<file path="config.mk">
export PLATFORM = sky130hd
export DESIGN_NAME = fspc_ctrl
export DESIGN_NICKNAME = d
export VERILOG_FILES = /design/src/logic/fspc_pkg.sv /design/src/logic/fspc_buf_if.sv /design/src/logic/fspc_page_buf.sv /design/src/logic/fspc_ctrl.sv
export SDC_FILE = /design/constraint.sdc
export NUM_CORES = 2
export LEC_CHECK = 0
export ABC_AREA = 1
export BUFFER_PORTS_ARGS = -buffer_cell sky130_fd_sc_hd__buf_2
export CAP_MARGIN = 20
export CORE_MARGIN = 2
export CORE_UTILIZATION = 25
export DETAILED_ROUTE_END_ITERATION = 12
export PLACE_DENSITY = 0.42
export SLEW_MARGIN = 15
export SYNTH_ARGS = -nofsm -noshare
export SYNTH_HDL_FRONTEND = slang
export SYNTH_SLANG_ARGS = --single-unit
</file>
<file path="constraint.sdc">
create_clock -name clk -period 2.1 [get_ports clk]
set_input_delay 0.21 -clock clk [delete_from_list [all_inputs] [get_ports clk]]
set_output_delay 0.21 -clock clk [all_outputs]
set_load 0.005 [all_outputs]
</file>
<file path="src/logic/fspc_pkg.sv">
// What this block does
// - unprogrammed boot fuse gives reset vector 0x0000, programmed gives boot start
// - software has no write path to any fuse, fuses are read only
// - control/status resets to zero, bit 5 always reads zero
// - ready interrupt asserted while enable, global enable set and enable bit clear
// - erase or write into read-while-write section sets busy flag, blocks section
// - busy flag clears on section re-enable store or buffer word load
// - re-enable request ignored while erase or write still running
// - section-read-enable write aborts buffer loading and drops loaded words
// - lock-set store writes lock bits from low data, ignores rest
// - load in lock-set window returns lock or fuse bits by pointer bit 0
// - page-write store writes buffer into pointer-selected page
// - erase or write into no-read-while-write section halts the core throughout
// - page-erase store erases pointer-selected page
// - enable alone arms four-clock buffer word store, pointer bit 0 ignored
// - enable clears on store end or timeout, held during erase/write
// - only five low-bit patterns accepted, others leave command bits unchanged, bit 7 still written
// - pointer low bits pick word in page, high bits pick page
// - target page latched when an operation starts
// - load addresses bytes, pointer bit 0 picks byte in word
// - buffer clears after page write, re-enable write and reset
// - data EEPROM write blocks flash programming and fuse/lock reads
// - store refused into a section its boot lock protects
package fspc_pkg;
	localparam logic [7:0]  A_CSR = 8'h00;
	localparam logic [7:0]  A_PTR = 8'h04;
	localparam logic [7:0]  A_DAT = 8'h08;
	localparam logic [7:0]  A_INS = 8'h0C;
	localparam logic [7:0]  A_RES = 8'h10;
	localparam logic [7:0]  A_STA = 8'h14;
	localparam int          B_IE = 7;
	localparam int          B_BUSY = 6;
	localparam int          B_RE = 4;
	localparam int          B_EN = 0;
	localparam int          I_STORE = 0;
	localparam int          I_LOAD = 1;
	localparam logic [7:0]  CSR_RST = 8'h00;
	localparam logic [4:0]  P_RE = 5'h11;
	localparam logic [4:0]  P_LS = 5'h09;
	localparam logic [4:0]  P_PW = 5'h05;
	localparam logic [4:0]  P_PE = 5'h03;
	localparam logic [4:0]  P_LD = 5'h01;
	localparam logic [2:0]  STORE_WIN = 3'h4;
	localparam logic [2:0]  LOAD_WIN = 3'h3;
	localparam int          PAGE_WORDS = 64;
	localparam int          WORD_BITS = 6;
	localparam int          PAGE_BITS = 9;
	localparam int          Z_PAGE_LSB = 7;
	localparam logic [8:0]  HALT_FIRST_PAGE = 9'h070;
	localparam logic [8:0]  BOOT_FIRST_PAGE = 9'h078;
	localparam logic [15:0] APP_RESET = 16'h0000;
	localparam logic [15:0] BOOT_START = {1'b0, BOOT_FIRST_PAGE, 6'h00};
	localparam int          L_APP = 2;
	localparam int          L_BOOT = 4;
	localparam logic [15:0] ERASED_WORD = 16'hFFFF;
	typedef enum logic [1:0] {
		ST_IDLE  = 2'b00,
		ST_ARMED = 2'b01,
		ST_RUN   = 2'b11
	} fspc_state_e;
endpackage

</file>
<file path="src/logic/fspc_buf_if.sv">
`timescale 1ns/1ns
interface fspc_buf_if;
	logic        wr_en;
	logic [5:0]  wr_idx;
	logic [15:0] wr_data;
	logic        clr;
	logic [5:0]  rd_idx;
	logic [15:0] rd_data;
	modport ctl (output wr_en, wr_idx, wr_data, clr, rd_idx, input rd_data);
	modport mem (input wr_en, wr_idx, wr_data, clr, rd_idx, output rd_data);
endinterface

</file>
<file path="src/logic/fspc_page_buf.sv">
`timescale 1ns/1ns
module fspc_page_buf (
	input  wire logic clk,
	input  wire logic sys_rst,
	fspc_buf_if.mem   bus
);
	typedef struct packed {
		logic [fspc_pkg::PAGE_WORDS-1:0][15:0] word;
		logic [fspc_pkg::PAGE_WORDS-1:0]       vld;
		logic [15:0]                           rd;
	} fspc_buf_s;

	fspc_buf_s s;
	fspc_buf_s next_s;

	always_comb
	begin
		next_s = s;
		if (bus.clr)
			next_s.vld = '0;
		else if (bus.wr_en)
		begin
			next_s.word[bus.wr_idx] = bus.wr_data;
			next_s.vld[bus.wr_idx] = 1'b1;
		end
		next_s.rd = s.vld[bus.rd_idx] ? s.word[bus.rd_idx]
			: fspc_pkg::ERASED_WORD;
	end

	always_ff @(posedge clk)
	begin
		if (sys_rst)
		begin
			s.word <= '0;
			s.vld <= '0;
			s.rd <= fspc_pkg::ERASED_WORD;
		end
		else
			s <= next_s;
	end

	assign bus.rd_data = s.rd;
endmodule

</file>
<file path="src/logic/fspc_ctrl.sv">
// The Avalon-MM register port and the address map were left to the implementer.
`timescale 1ns/1ns
module fspc_ctrl (
	input  wire logic        clk,
	input  wire logic        sys_rst,
	input  wire logic [7:0]  avs_address,
	input  wire logic        avs_read,
	input  wire logic        avs_write,
	input  wire logic [31:0] avs_writedata,
	output logic [31:0]      avs_readdata,
	output logic             avs_waitrequest,
	input  wire logic        gie,
	input  wire logic        eeprom_busy,
	input  wire logic        boot_reset_fuse,
	input  wire logic [7:0]  fuse_low,
	input  wire logic [7:0]  lock_bits,
	input  wire logic [15:0] flash_rdata,
	input  wire logic        flash_done,
	input  wire logic [5:0]  flash_buf_idx,
	output logic [15:0]      flash_buf_data,
	output logic             flash_erase,
	output logic             flash_write,
	output logic [8:0]       flash_page,
	output logic [14:0]      load_word_addr,
	output logic             lock_we,
	output logic [7:0]       lock_wdata,
	output logic [15:0]      reset_vector,
	output logic             cpu_halt,
	output logic             section_blocked,
	output logic             store_ready_irq
);
	typedef struct packed {
		fspc_pkg::fspc_state_e st;
		logic                  ie;
		logic                  busy;
		logic [4:0]            cmd;
		logic [2:0]            win;
		logic [8:0]            page;
		logic                  halt_sect;
		logic [15:0]           z;
		logic [15:0]           dat;
		logic [7:0]            res;
		logic [31:0]           rdata;
		logic                  rvalid;
		logic                  erase_go;
		logic                  write_go;
		logic                  lock_go;
		logic [7:0]            lock_val;
		logic [8:0]            fmeta;
		logic [8:0]            fuse;
	} fspc_s;

	fspc_s s;
	fspc_s next_s;
	logic  ins_store;
	logic  ins_load;
	logic  buf_wr;
	logic  buf_clr;
	logic  pat_ok;
	logic  lock_ok;
	logic  to_halt;
	logic  [8:0] z_page;

	fspc_buf_if pb ();

	fspc_page_buf u_buf (
		.clk     (clk),
		.sys_rst (sys_rst),
		.bus     (pb.mem)
	);

	assign ins_store = avs_write && avs_address == fspc_pkg::A_INS
		&& avs_writedata[fspc_pkg::I_STORE];
	assign ins_load = avs_write && avs_address == fspc_pkg::A_INS
		&& avs_writedata[fspc_pkg::I_LOAD];
	assign pat_ok = avs_writedata[4:0] == fspc_pkg::P_RE
		|| avs_writedata[4:0] == fspc_pkg::P_LS
		|| avs_writedata[4:0] == fspc_pkg::P_PW
		|| avs_writedata[4:0] == fspc_pkg::P_PE
		|| avs_writedata[4:0] == fspc_pkg::P_LD;
	assign z_page = s.z[15:fspc_pkg::Z_PAGE_LSB];
	assign to_halt = z_page >= fspc_pkg::HALT_FIRST_PAGE;
	assign lock_ok = (z_page >= fspc_pkg::BOOT_FIRST_PAGE)
		? lock_bits[fspc_pkg::L_BOOT] : lock_bits[fspc_pkg::L_APP];

	assign pb.wr_en = buf_wr;
	assign pb.clr = buf_clr;
	assign pb.wr_idx = s.z[fspc_pkg::WORD_BITS:1];
	assign pb.wr_data = s.dat;
	assign pb.rd_idx = flash_buf_idx;

	always_comb
	begin
		next_s = s;
		buf_wr = 1'b0;
		buf_clr = 1'b0;
		// fuses only sampled, never written
		next_s.fmeta = {boot_reset_fuse, fuse_low};
		next_s.fuse = s.fmeta;
		next_s.erase_go = 1'b0;
		next_s.write_go = 1'b0;
		next_s.lock_go = 1'b0;

		// command window
		if (s.st == fspc_pkg::ST_ARMED)
		begin
			if (s.win <= 3'h1)
			begin
				next_s.cmd = 5'h00;
				next_s.win = 3'h0;
				next_s.st = fspc_pkg::ST_IDLE;
			end
			else
				next_s.win = s.win - 3'h1;
		end

		// operation end
		if (s.st == fspc_pkg::ST_RUN && flash_done)
		begin
			next_s.cmd = 5'h00;
			next_s.halt_sect = 1'b0;
			next_s.st = fspc_pkg::ST_IDLE;
			if (s.cmd == fspc_pkg::P_PW)
				buf_clr = 1'b1;
		end

		// register writes
		if (avs_write)
		begin
			case (avs_address)
				fspc_pkg::A_CSR:
				begin
					next_s.ie = avs_writedata[fspc_pkg::B_IE];
					if (s.st != fspc_pkg::ST_RUN && !eeprom_busy
						&& pat_ok)
					begin
						next_s.cmd = avs_writedata[4:0];
						next_s.win = fspc_pkg::STORE_WIN;
						next_s.st = fspc_pkg::ST_ARMED;
						if (avs_writedata[4:0] == fspc_pkg::P_RE)
							buf_clr = 1'b1;
					end
				end
				fspc_pkg::A_PTR:
					next_s.z = avs_writedata[15:0];
				fspc_pkg::A_DAT:
					next_s.dat = avs_writedata[15:0];
				default:
				begin
				end
			endcase
		end

		// store instruction
		if (ins_store && s.st == fspc_pkg::ST_ARMED && !eeprom_busy)
		begin
			next_s.cmd = 5'h00;
			next_s.win = 3'h0;
			next_s.st = fspc_pkg::ST_IDLE;
			case (s.cmd)
				fspc_pkg::P_LD:
				begin
					buf_wr = 1'b1;
					next_s.busy = 1'b0;
				end
				fspc_pkg::P_PE, fspc_pkg::P_PW:
				begin
					if (lock_ok)
					begin
						next_s.page = z_page;
						next_s.halt_sect = to_halt;
						next_s.busy = s.busy | !to_halt;
						next_s.erase_go = s.cmd == fspc_pkg::P_PE;
						next_s.write_go = s.cmd == fspc_pkg::P_PW;
						next_s.cmd = s.cmd;
						next_s.st = fspc_pkg::ST_RUN;
					end
				end
				fspc_pkg::P_LS:
				begin
					next_s.lock_go = 1'b1;
					next_s.lock_val = s.dat[7:0];
				end
				fspc_pkg::P_RE:
				begin
					next_s.busy = 1'b0;
					buf_clr = 1'b1;
				end
				default:
				begin
				end
			endcase
		end

		// load instruction
		if (ins_load)
		begin
			if (s.st == fspc_pkg::ST_ARMED && s.cmd == fspc_pkg::P_LS
				&& s.win > fspc_pkg::STORE_WIN - fspc_pkg::LOAD_WIN
				&& !eeprom_busy)
			begin
				next_s.res = s.z[0] ? lock_bits : s.fuse[7:0];
				next_s.cmd = 5'h00;
				next_s.win = 3'h0;
				next_s.st = fspc_pkg::ST_IDLE;
			end
			else
				next_s.res = s.z[0] ? flash_rdata[15:8]
					: flash_rdata[7:0];
		end

		// register reads, one wait state
		next_s.rvalid = avs_read && !s.rvalid;
		if (avs_read && !s.rvalid)
		begin
			case (avs_address)
				fspc_pkg::A_CSR:
					next_s.rdata = {24'h000000, s.ie, s.busy, 1'b0,
						s.cmd};
				fspc_pkg::A_PTR:
					next_s.rdata = {16'h0000, s.z};
				fspc_pkg::A_DAT:
					next_s.rdata = {16'h0000, s.dat};
				fspc_pkg::A_RES:
					next_s.rdata = {24'h000000, s.res};
				fspc_pkg::A_STA:
					next_s.rdata = {29'h00000000, s.fuse[8], cpu_halt,
						s.st == fspc_pkg::ST_RUN};
				default:
					next_s.rdata = 32'h00000000;
			endcase
		end
	end

	always_ff @(posedge clk)
	begin
		if (sys_rst)
		begin
			s <= '0;
			s.st <= fspc_pkg::ST_IDLE;
			{s.ie, s.busy, s.cmd} <= fspc_pkg::CSR_RST[7:5] == 3'h0
				? {fspc_pkg::CSR_RST[7:6], fspc_pkg::CSR_RST[4:0]}
				: 7'h00;
		end
		else
			s <= next_s;
	end

	assign avs_waitrequest = avs_read && !s.rvalid;
	assign avs_readdata = s.rdata;
	assign flash_buf_data = pb.rd_data;
	assign flash_erase = s.erase_go;
	assign flash_write = s.write_go;
	assign flash_page = s.page;
	assign load_word_addr = s.z[15:1];
	assign lock_we = s.lock_go;
	assign lock_wdata = s.lock_val;
	assign reset_vector = s.fuse[8] ? fspc_pkg::APP_RESET
		: fspc_pkg::BOOT_START;
	assign cpu_halt = s.st == fspc_pkg::ST_RUN && s.halt_sect;
	assign section_blocked = s.busy;
	assign store_ready_irq = s.ie && gie && !s.cmd[fspc_pkg::B_EN];

	a_reserved_bit_zero: assert property (@(posedge clk) disable iff (sys_rst)
		avs_read && !avs_waitrequest && avs_address == fspc_pkg::A_CSR
		|-> avs_readdata[5] == 1'b0)
		else $error("reserved control bit read as one");

	a_irq_while_idle: assert property (@(posedge clk) disable iff (sys_rst)
		s.ie && gie && s.st == fspc_pkg::ST_IDLE |-> store_ready_irq)
		else $error("ready interrupt missing while enable bit clear");

	a_busy_on_section: assert property (@(posedge clk) disable iff (sys_rst)
		$rose(s.st == fspc_pkg::ST_RUN) && !s.halt_sect
		|-> section_blocked && (flash_erase || flash_write))
		else $error("section busy not set on operation start");

	a_halt_on_op: assert property (@(posedge clk) disable iff (sys_rst)
		(flash_erase || flash_write) && s.halt_sect
		|-> cpu_halt until flash_done)
		else $error("core not halted during protected section operation");

	a_window_expires: assert property (@(posedge clk) disable iff (sys_rst)
		(s.st == fspc_pkg::ST_ARMED && !avs_write) [*4]
		|=> s.st == fspc_pkg::ST_IDLE && !s.cmd[0])
		else $error("enable bit outlived its four clock window");

	a_bad_pattern: assert property (@(posedge clk) disable iff (sys_rst)
		avs_write && avs_address == fspc_pkg::A_CSR && !pat_ok
		&& s.st == fspc_pkg::ST_IDLE
		|=> s.st == fspc_pkg::ST_IDLE && s.cmd == 5'h00)
		else $error("invalid control pattern took effect");

	a_lock_pulse: assert property (@(posedge clk) disable iff (sys_rst)
		ins_store && s.st == fspc_pkg::ST_ARMED && s.cmd == fspc_pkg::P_LS
		&& !eeprom_busy
		|=> lock_we && lock_wdata == $past(s.dat[7:0]) ##1 !lock_we)
		else $error("lock write pulse wrong");

	a_page_latched: assert property (@(posedge clk) disable iff (sys_rst)
		s.st == fspc_pkg::ST_RUN && !flash_done
		|=> $stable(flash_page))
		else $error("page moved during operation");

	a_eeprom_blocks: assert property (@(posedge clk) disable iff (sys_rst)
		eeprom_busy |=> !flash_erase && !flash_write && !lock_we)
		else $error("programming started during data EEPROM write");
endmodule

</file>
==> metrics.yaml <==
run_status: "complete, no violations"
top_layer_used: "met4"
fp.dieArea_um2: 221000
antenna_found_initial: 4
fin_crit_ns: 2.016
synth-edff-count: 0
required_ns: 2.82
final.setup.tns_ns: 0
dp_hpwl_mm: 146.3
drt-initial-drc-count: 4437
fin_crit_sh_pct: 95.99
max-cap-violations: 0
yosysWarnings: 0
vias: 53730
synth_most_common_cell: "nor2_1"
cellPowerDensity_nw_per_um2: 795.4
grt_max_degree: 125
start_util_pct: 25.08
layout.cells.non_filler: 11270
synthFlopType: "dfxtp_1"
fin_skew_ns: 0.03163
worstPathArrival_ns: 2.73
p_int_uw: 40170
drive_gt1_share_pct: 12.23
startpoint: "s[123]$_SDFF_PP0_"
drt_first_pass_iters: 8
ys_ff_latch: 1212
wl_met2_mm: 105.6
drt.antenna.violating_nets: 0
grtUsageTotal_pct: 19.62
gr-total-overflow: 0
end_kind: "register"
grt_pass1_vias: 51120
ioPinCount: 189
insertion_delay_ns: 0.81
place.gp.congestion: 0.8707
h-tree-depth: 4
worst_setup_path_start_kind: "register"
nNetsFinal: 8386
finalHoldViolCount: 0
finalSetupViolations: 0
m1WireLength_mm: 101.6
cp_max_fo: 9
cts_root_buffer: "clkbuf_16"
worstHoldStart: "avs_address[5]"
ys_async_sr_fraction_pct: 0
clkSinkCount: 1212
worstSetupPathType: "register to register"
die_x_um: 470.1
synth_area_um2: 54310
portBuffers: 144
synth_top_cell_area_share_pct: 44.67
rsz0062_at_grt: "yes"
numCtsBuffers: 149
netlist_instances: 8161
synth.avg_cell_area_um2: 6.655
p_sw_share_pct: 24.35
vdd_drop_max_uv: 844.8
grt_pass1_wl_mm: 334.1
cts_tree: "yes"
yosys.area.top_type: "dfxtp_1"
viasPerCell: 4.766
ys_seq_area_share_pct: 44.67
leakagePower_uw: 0.03045
slew_headroom_pct: 49.30
slew_viol_final: 0
fmax_mhz: 496.1
drc: 0
synth_area_leaders: "dfxtp_1, nor2_1, nand2_1"
tightest_slew_ns: 0.7604
pwr-share-clk_pct: 50.5
hp-class: "input pin to register"
design.core.area_um2: 216500
combPwrFrac_pct: 6.1
cts_buffer_depth: 3
dp_cells: 10930
die_h_um: 470.1
seq_power_share_pct: 43.4
row_count: 171
p_sw_uw: 12930
wl_met3_mm: 10.74
synthTopCellsByCount: "nor2_1, nand2_1, dfxtp_1, o21ai_0, nand3_1"
path_clk_slew_ns: 0.06
yosys.cell_types.count: 35
wl_per_cell_um: 19.89
synthToLayoutAreaGrowth_pct: 22.92
wl_mm: 224.2
crit-reg2reg-launch: "s[123]$_SDFF_PP0_"
## registers in the layout, indices dropped and copies added, names as in the netlist, 8 cells and up
register and cells:
avs_readdata 16, flash_page 9, load_word_addr 15, lock_wdata 8, next_s 9, pb.wr_data 16
s 31, u_buf.bus.rd_data 16, u_buf.s 1088
## path summary, 6_finish.rpt
kind / slack (ns) / end / cells past startpoint
max: 0.08 / u_buf.s[869]$_SDFFE_PP0P_ / 12
min: 0.06 / avs_readdata[1]$_SDFFE_PP0P_ / 7
max reg2reg: 0.08 / u_buf.s[869]$_SDFFE_PP0P_ / 12
min reg2reg: 0.40 / s[2]$_SDFF_PP0_ / 2
## timing repair
| item | in CTS | in global routing |
|---|---|---|
| endpoints found under the setup margin | 76 | 764 |
| pin swaps | 0 | 10 |
| resized for setup | 6 | 128 |
| hold buffers | 64 | 0 |
| hold endpoints to repair | 105 | 0 |
| cloned | 0 | 4 |
| setup buffers | 2 | 5 |
## logic make-up after synthesis
logic type,count (synthesis),share of synthesized area [%]
buffers and inverters,898,7.347
multiplexers,5,0.09215
AO/OA/AOI/OAI,1199,11.12
AND/OR/NAND/NOR,4843,36.70
XOR/XNOR,1,0.01613
adder cells (fa/ha/maj),2,0.04607
other,1,0.006905
flip-flops,1212,44.67
## stage by stage
step	setup WS, ns	hold slack, ns	power (uW)	cell area, um^2	utilization, %
4_1_cts	0.0004359	0.01569	53790	66230	30.59
3_5_place_dp	-0.2140	0.3937	26710	60500	27.94
6_report	0.08425	0.06446	53100	66760	30.83
2_1_floorplan	0.2140	0.3170	25160	54410	-
5_1_grt	-0.05748	0.06889	54870	66760	30.83
3_3_place_gp	-0.2374	0.3907	26720	60500	27.94
## cells in the final DEF, fill, tap and decap left out, types with 64 or more instances in the layout
cell / n
dfxtp_1: 1194
nand2_1: 1553
a21oi_1: 71
o21ai_0: 1057
inv_1: 106
clkbuf_16: 155
nand3_1: 923
buf_4: 307
buf_2: 141
buf_12: 131
nor2_1: 2243
dlygate4sd3_1: 64
## critical path: stages (launching register included)
cell	delay (ns)
dfxtp_2	0.32
inv_2	0.04
nand2_2	0.06
nor3_4	0.18
nand3_2	0.13
nor2_4	0.13
buf_12	0.15
buf_12	0.17
nand2_8	0.12
nor2_4	0.24
buf_6	0.18
o21ai_0	0.07
nor2_1	0.11
## power by group through the flow
stage / Clock (uW) / Combinational (uW) / Sequential (uW)
3_3_place_gp: 0 / 3140 / 23600
4_1_cts: 27500 / 3230 / 23100
6_report: 26800 / 3240 / 23100
3_5_place_dp: 0 / 3130 / 23600
2_1_floorplan: 0 / 1610 / 23500
5_1_grt: 28400 / 3460 / 23100
## layout make-up
class / instances / area (um^2)
fillers: 23430 / 149800
clock buffers: 221 / 4403
well taps: 2854 / 3571
clock inverters: 49 / 634.4
diodes: 2 / 5.005
flip-flops and latches: 1212 / 24330
repair buffers: 677 / 6716
multi-input cells: 6078 / 26320
inverters: 180 / 784.5
## metal layers
metal | up-vias | global-route usage (%)
met5 | - | 0
met4 | 0 | 6.057
met2 | 1435 | 32.58
met3 | 269 | 2.401
li1 | 26400 | -
met1 | 25630 | 26.41
Note: power is estimated with default switching activity, not from simulation.
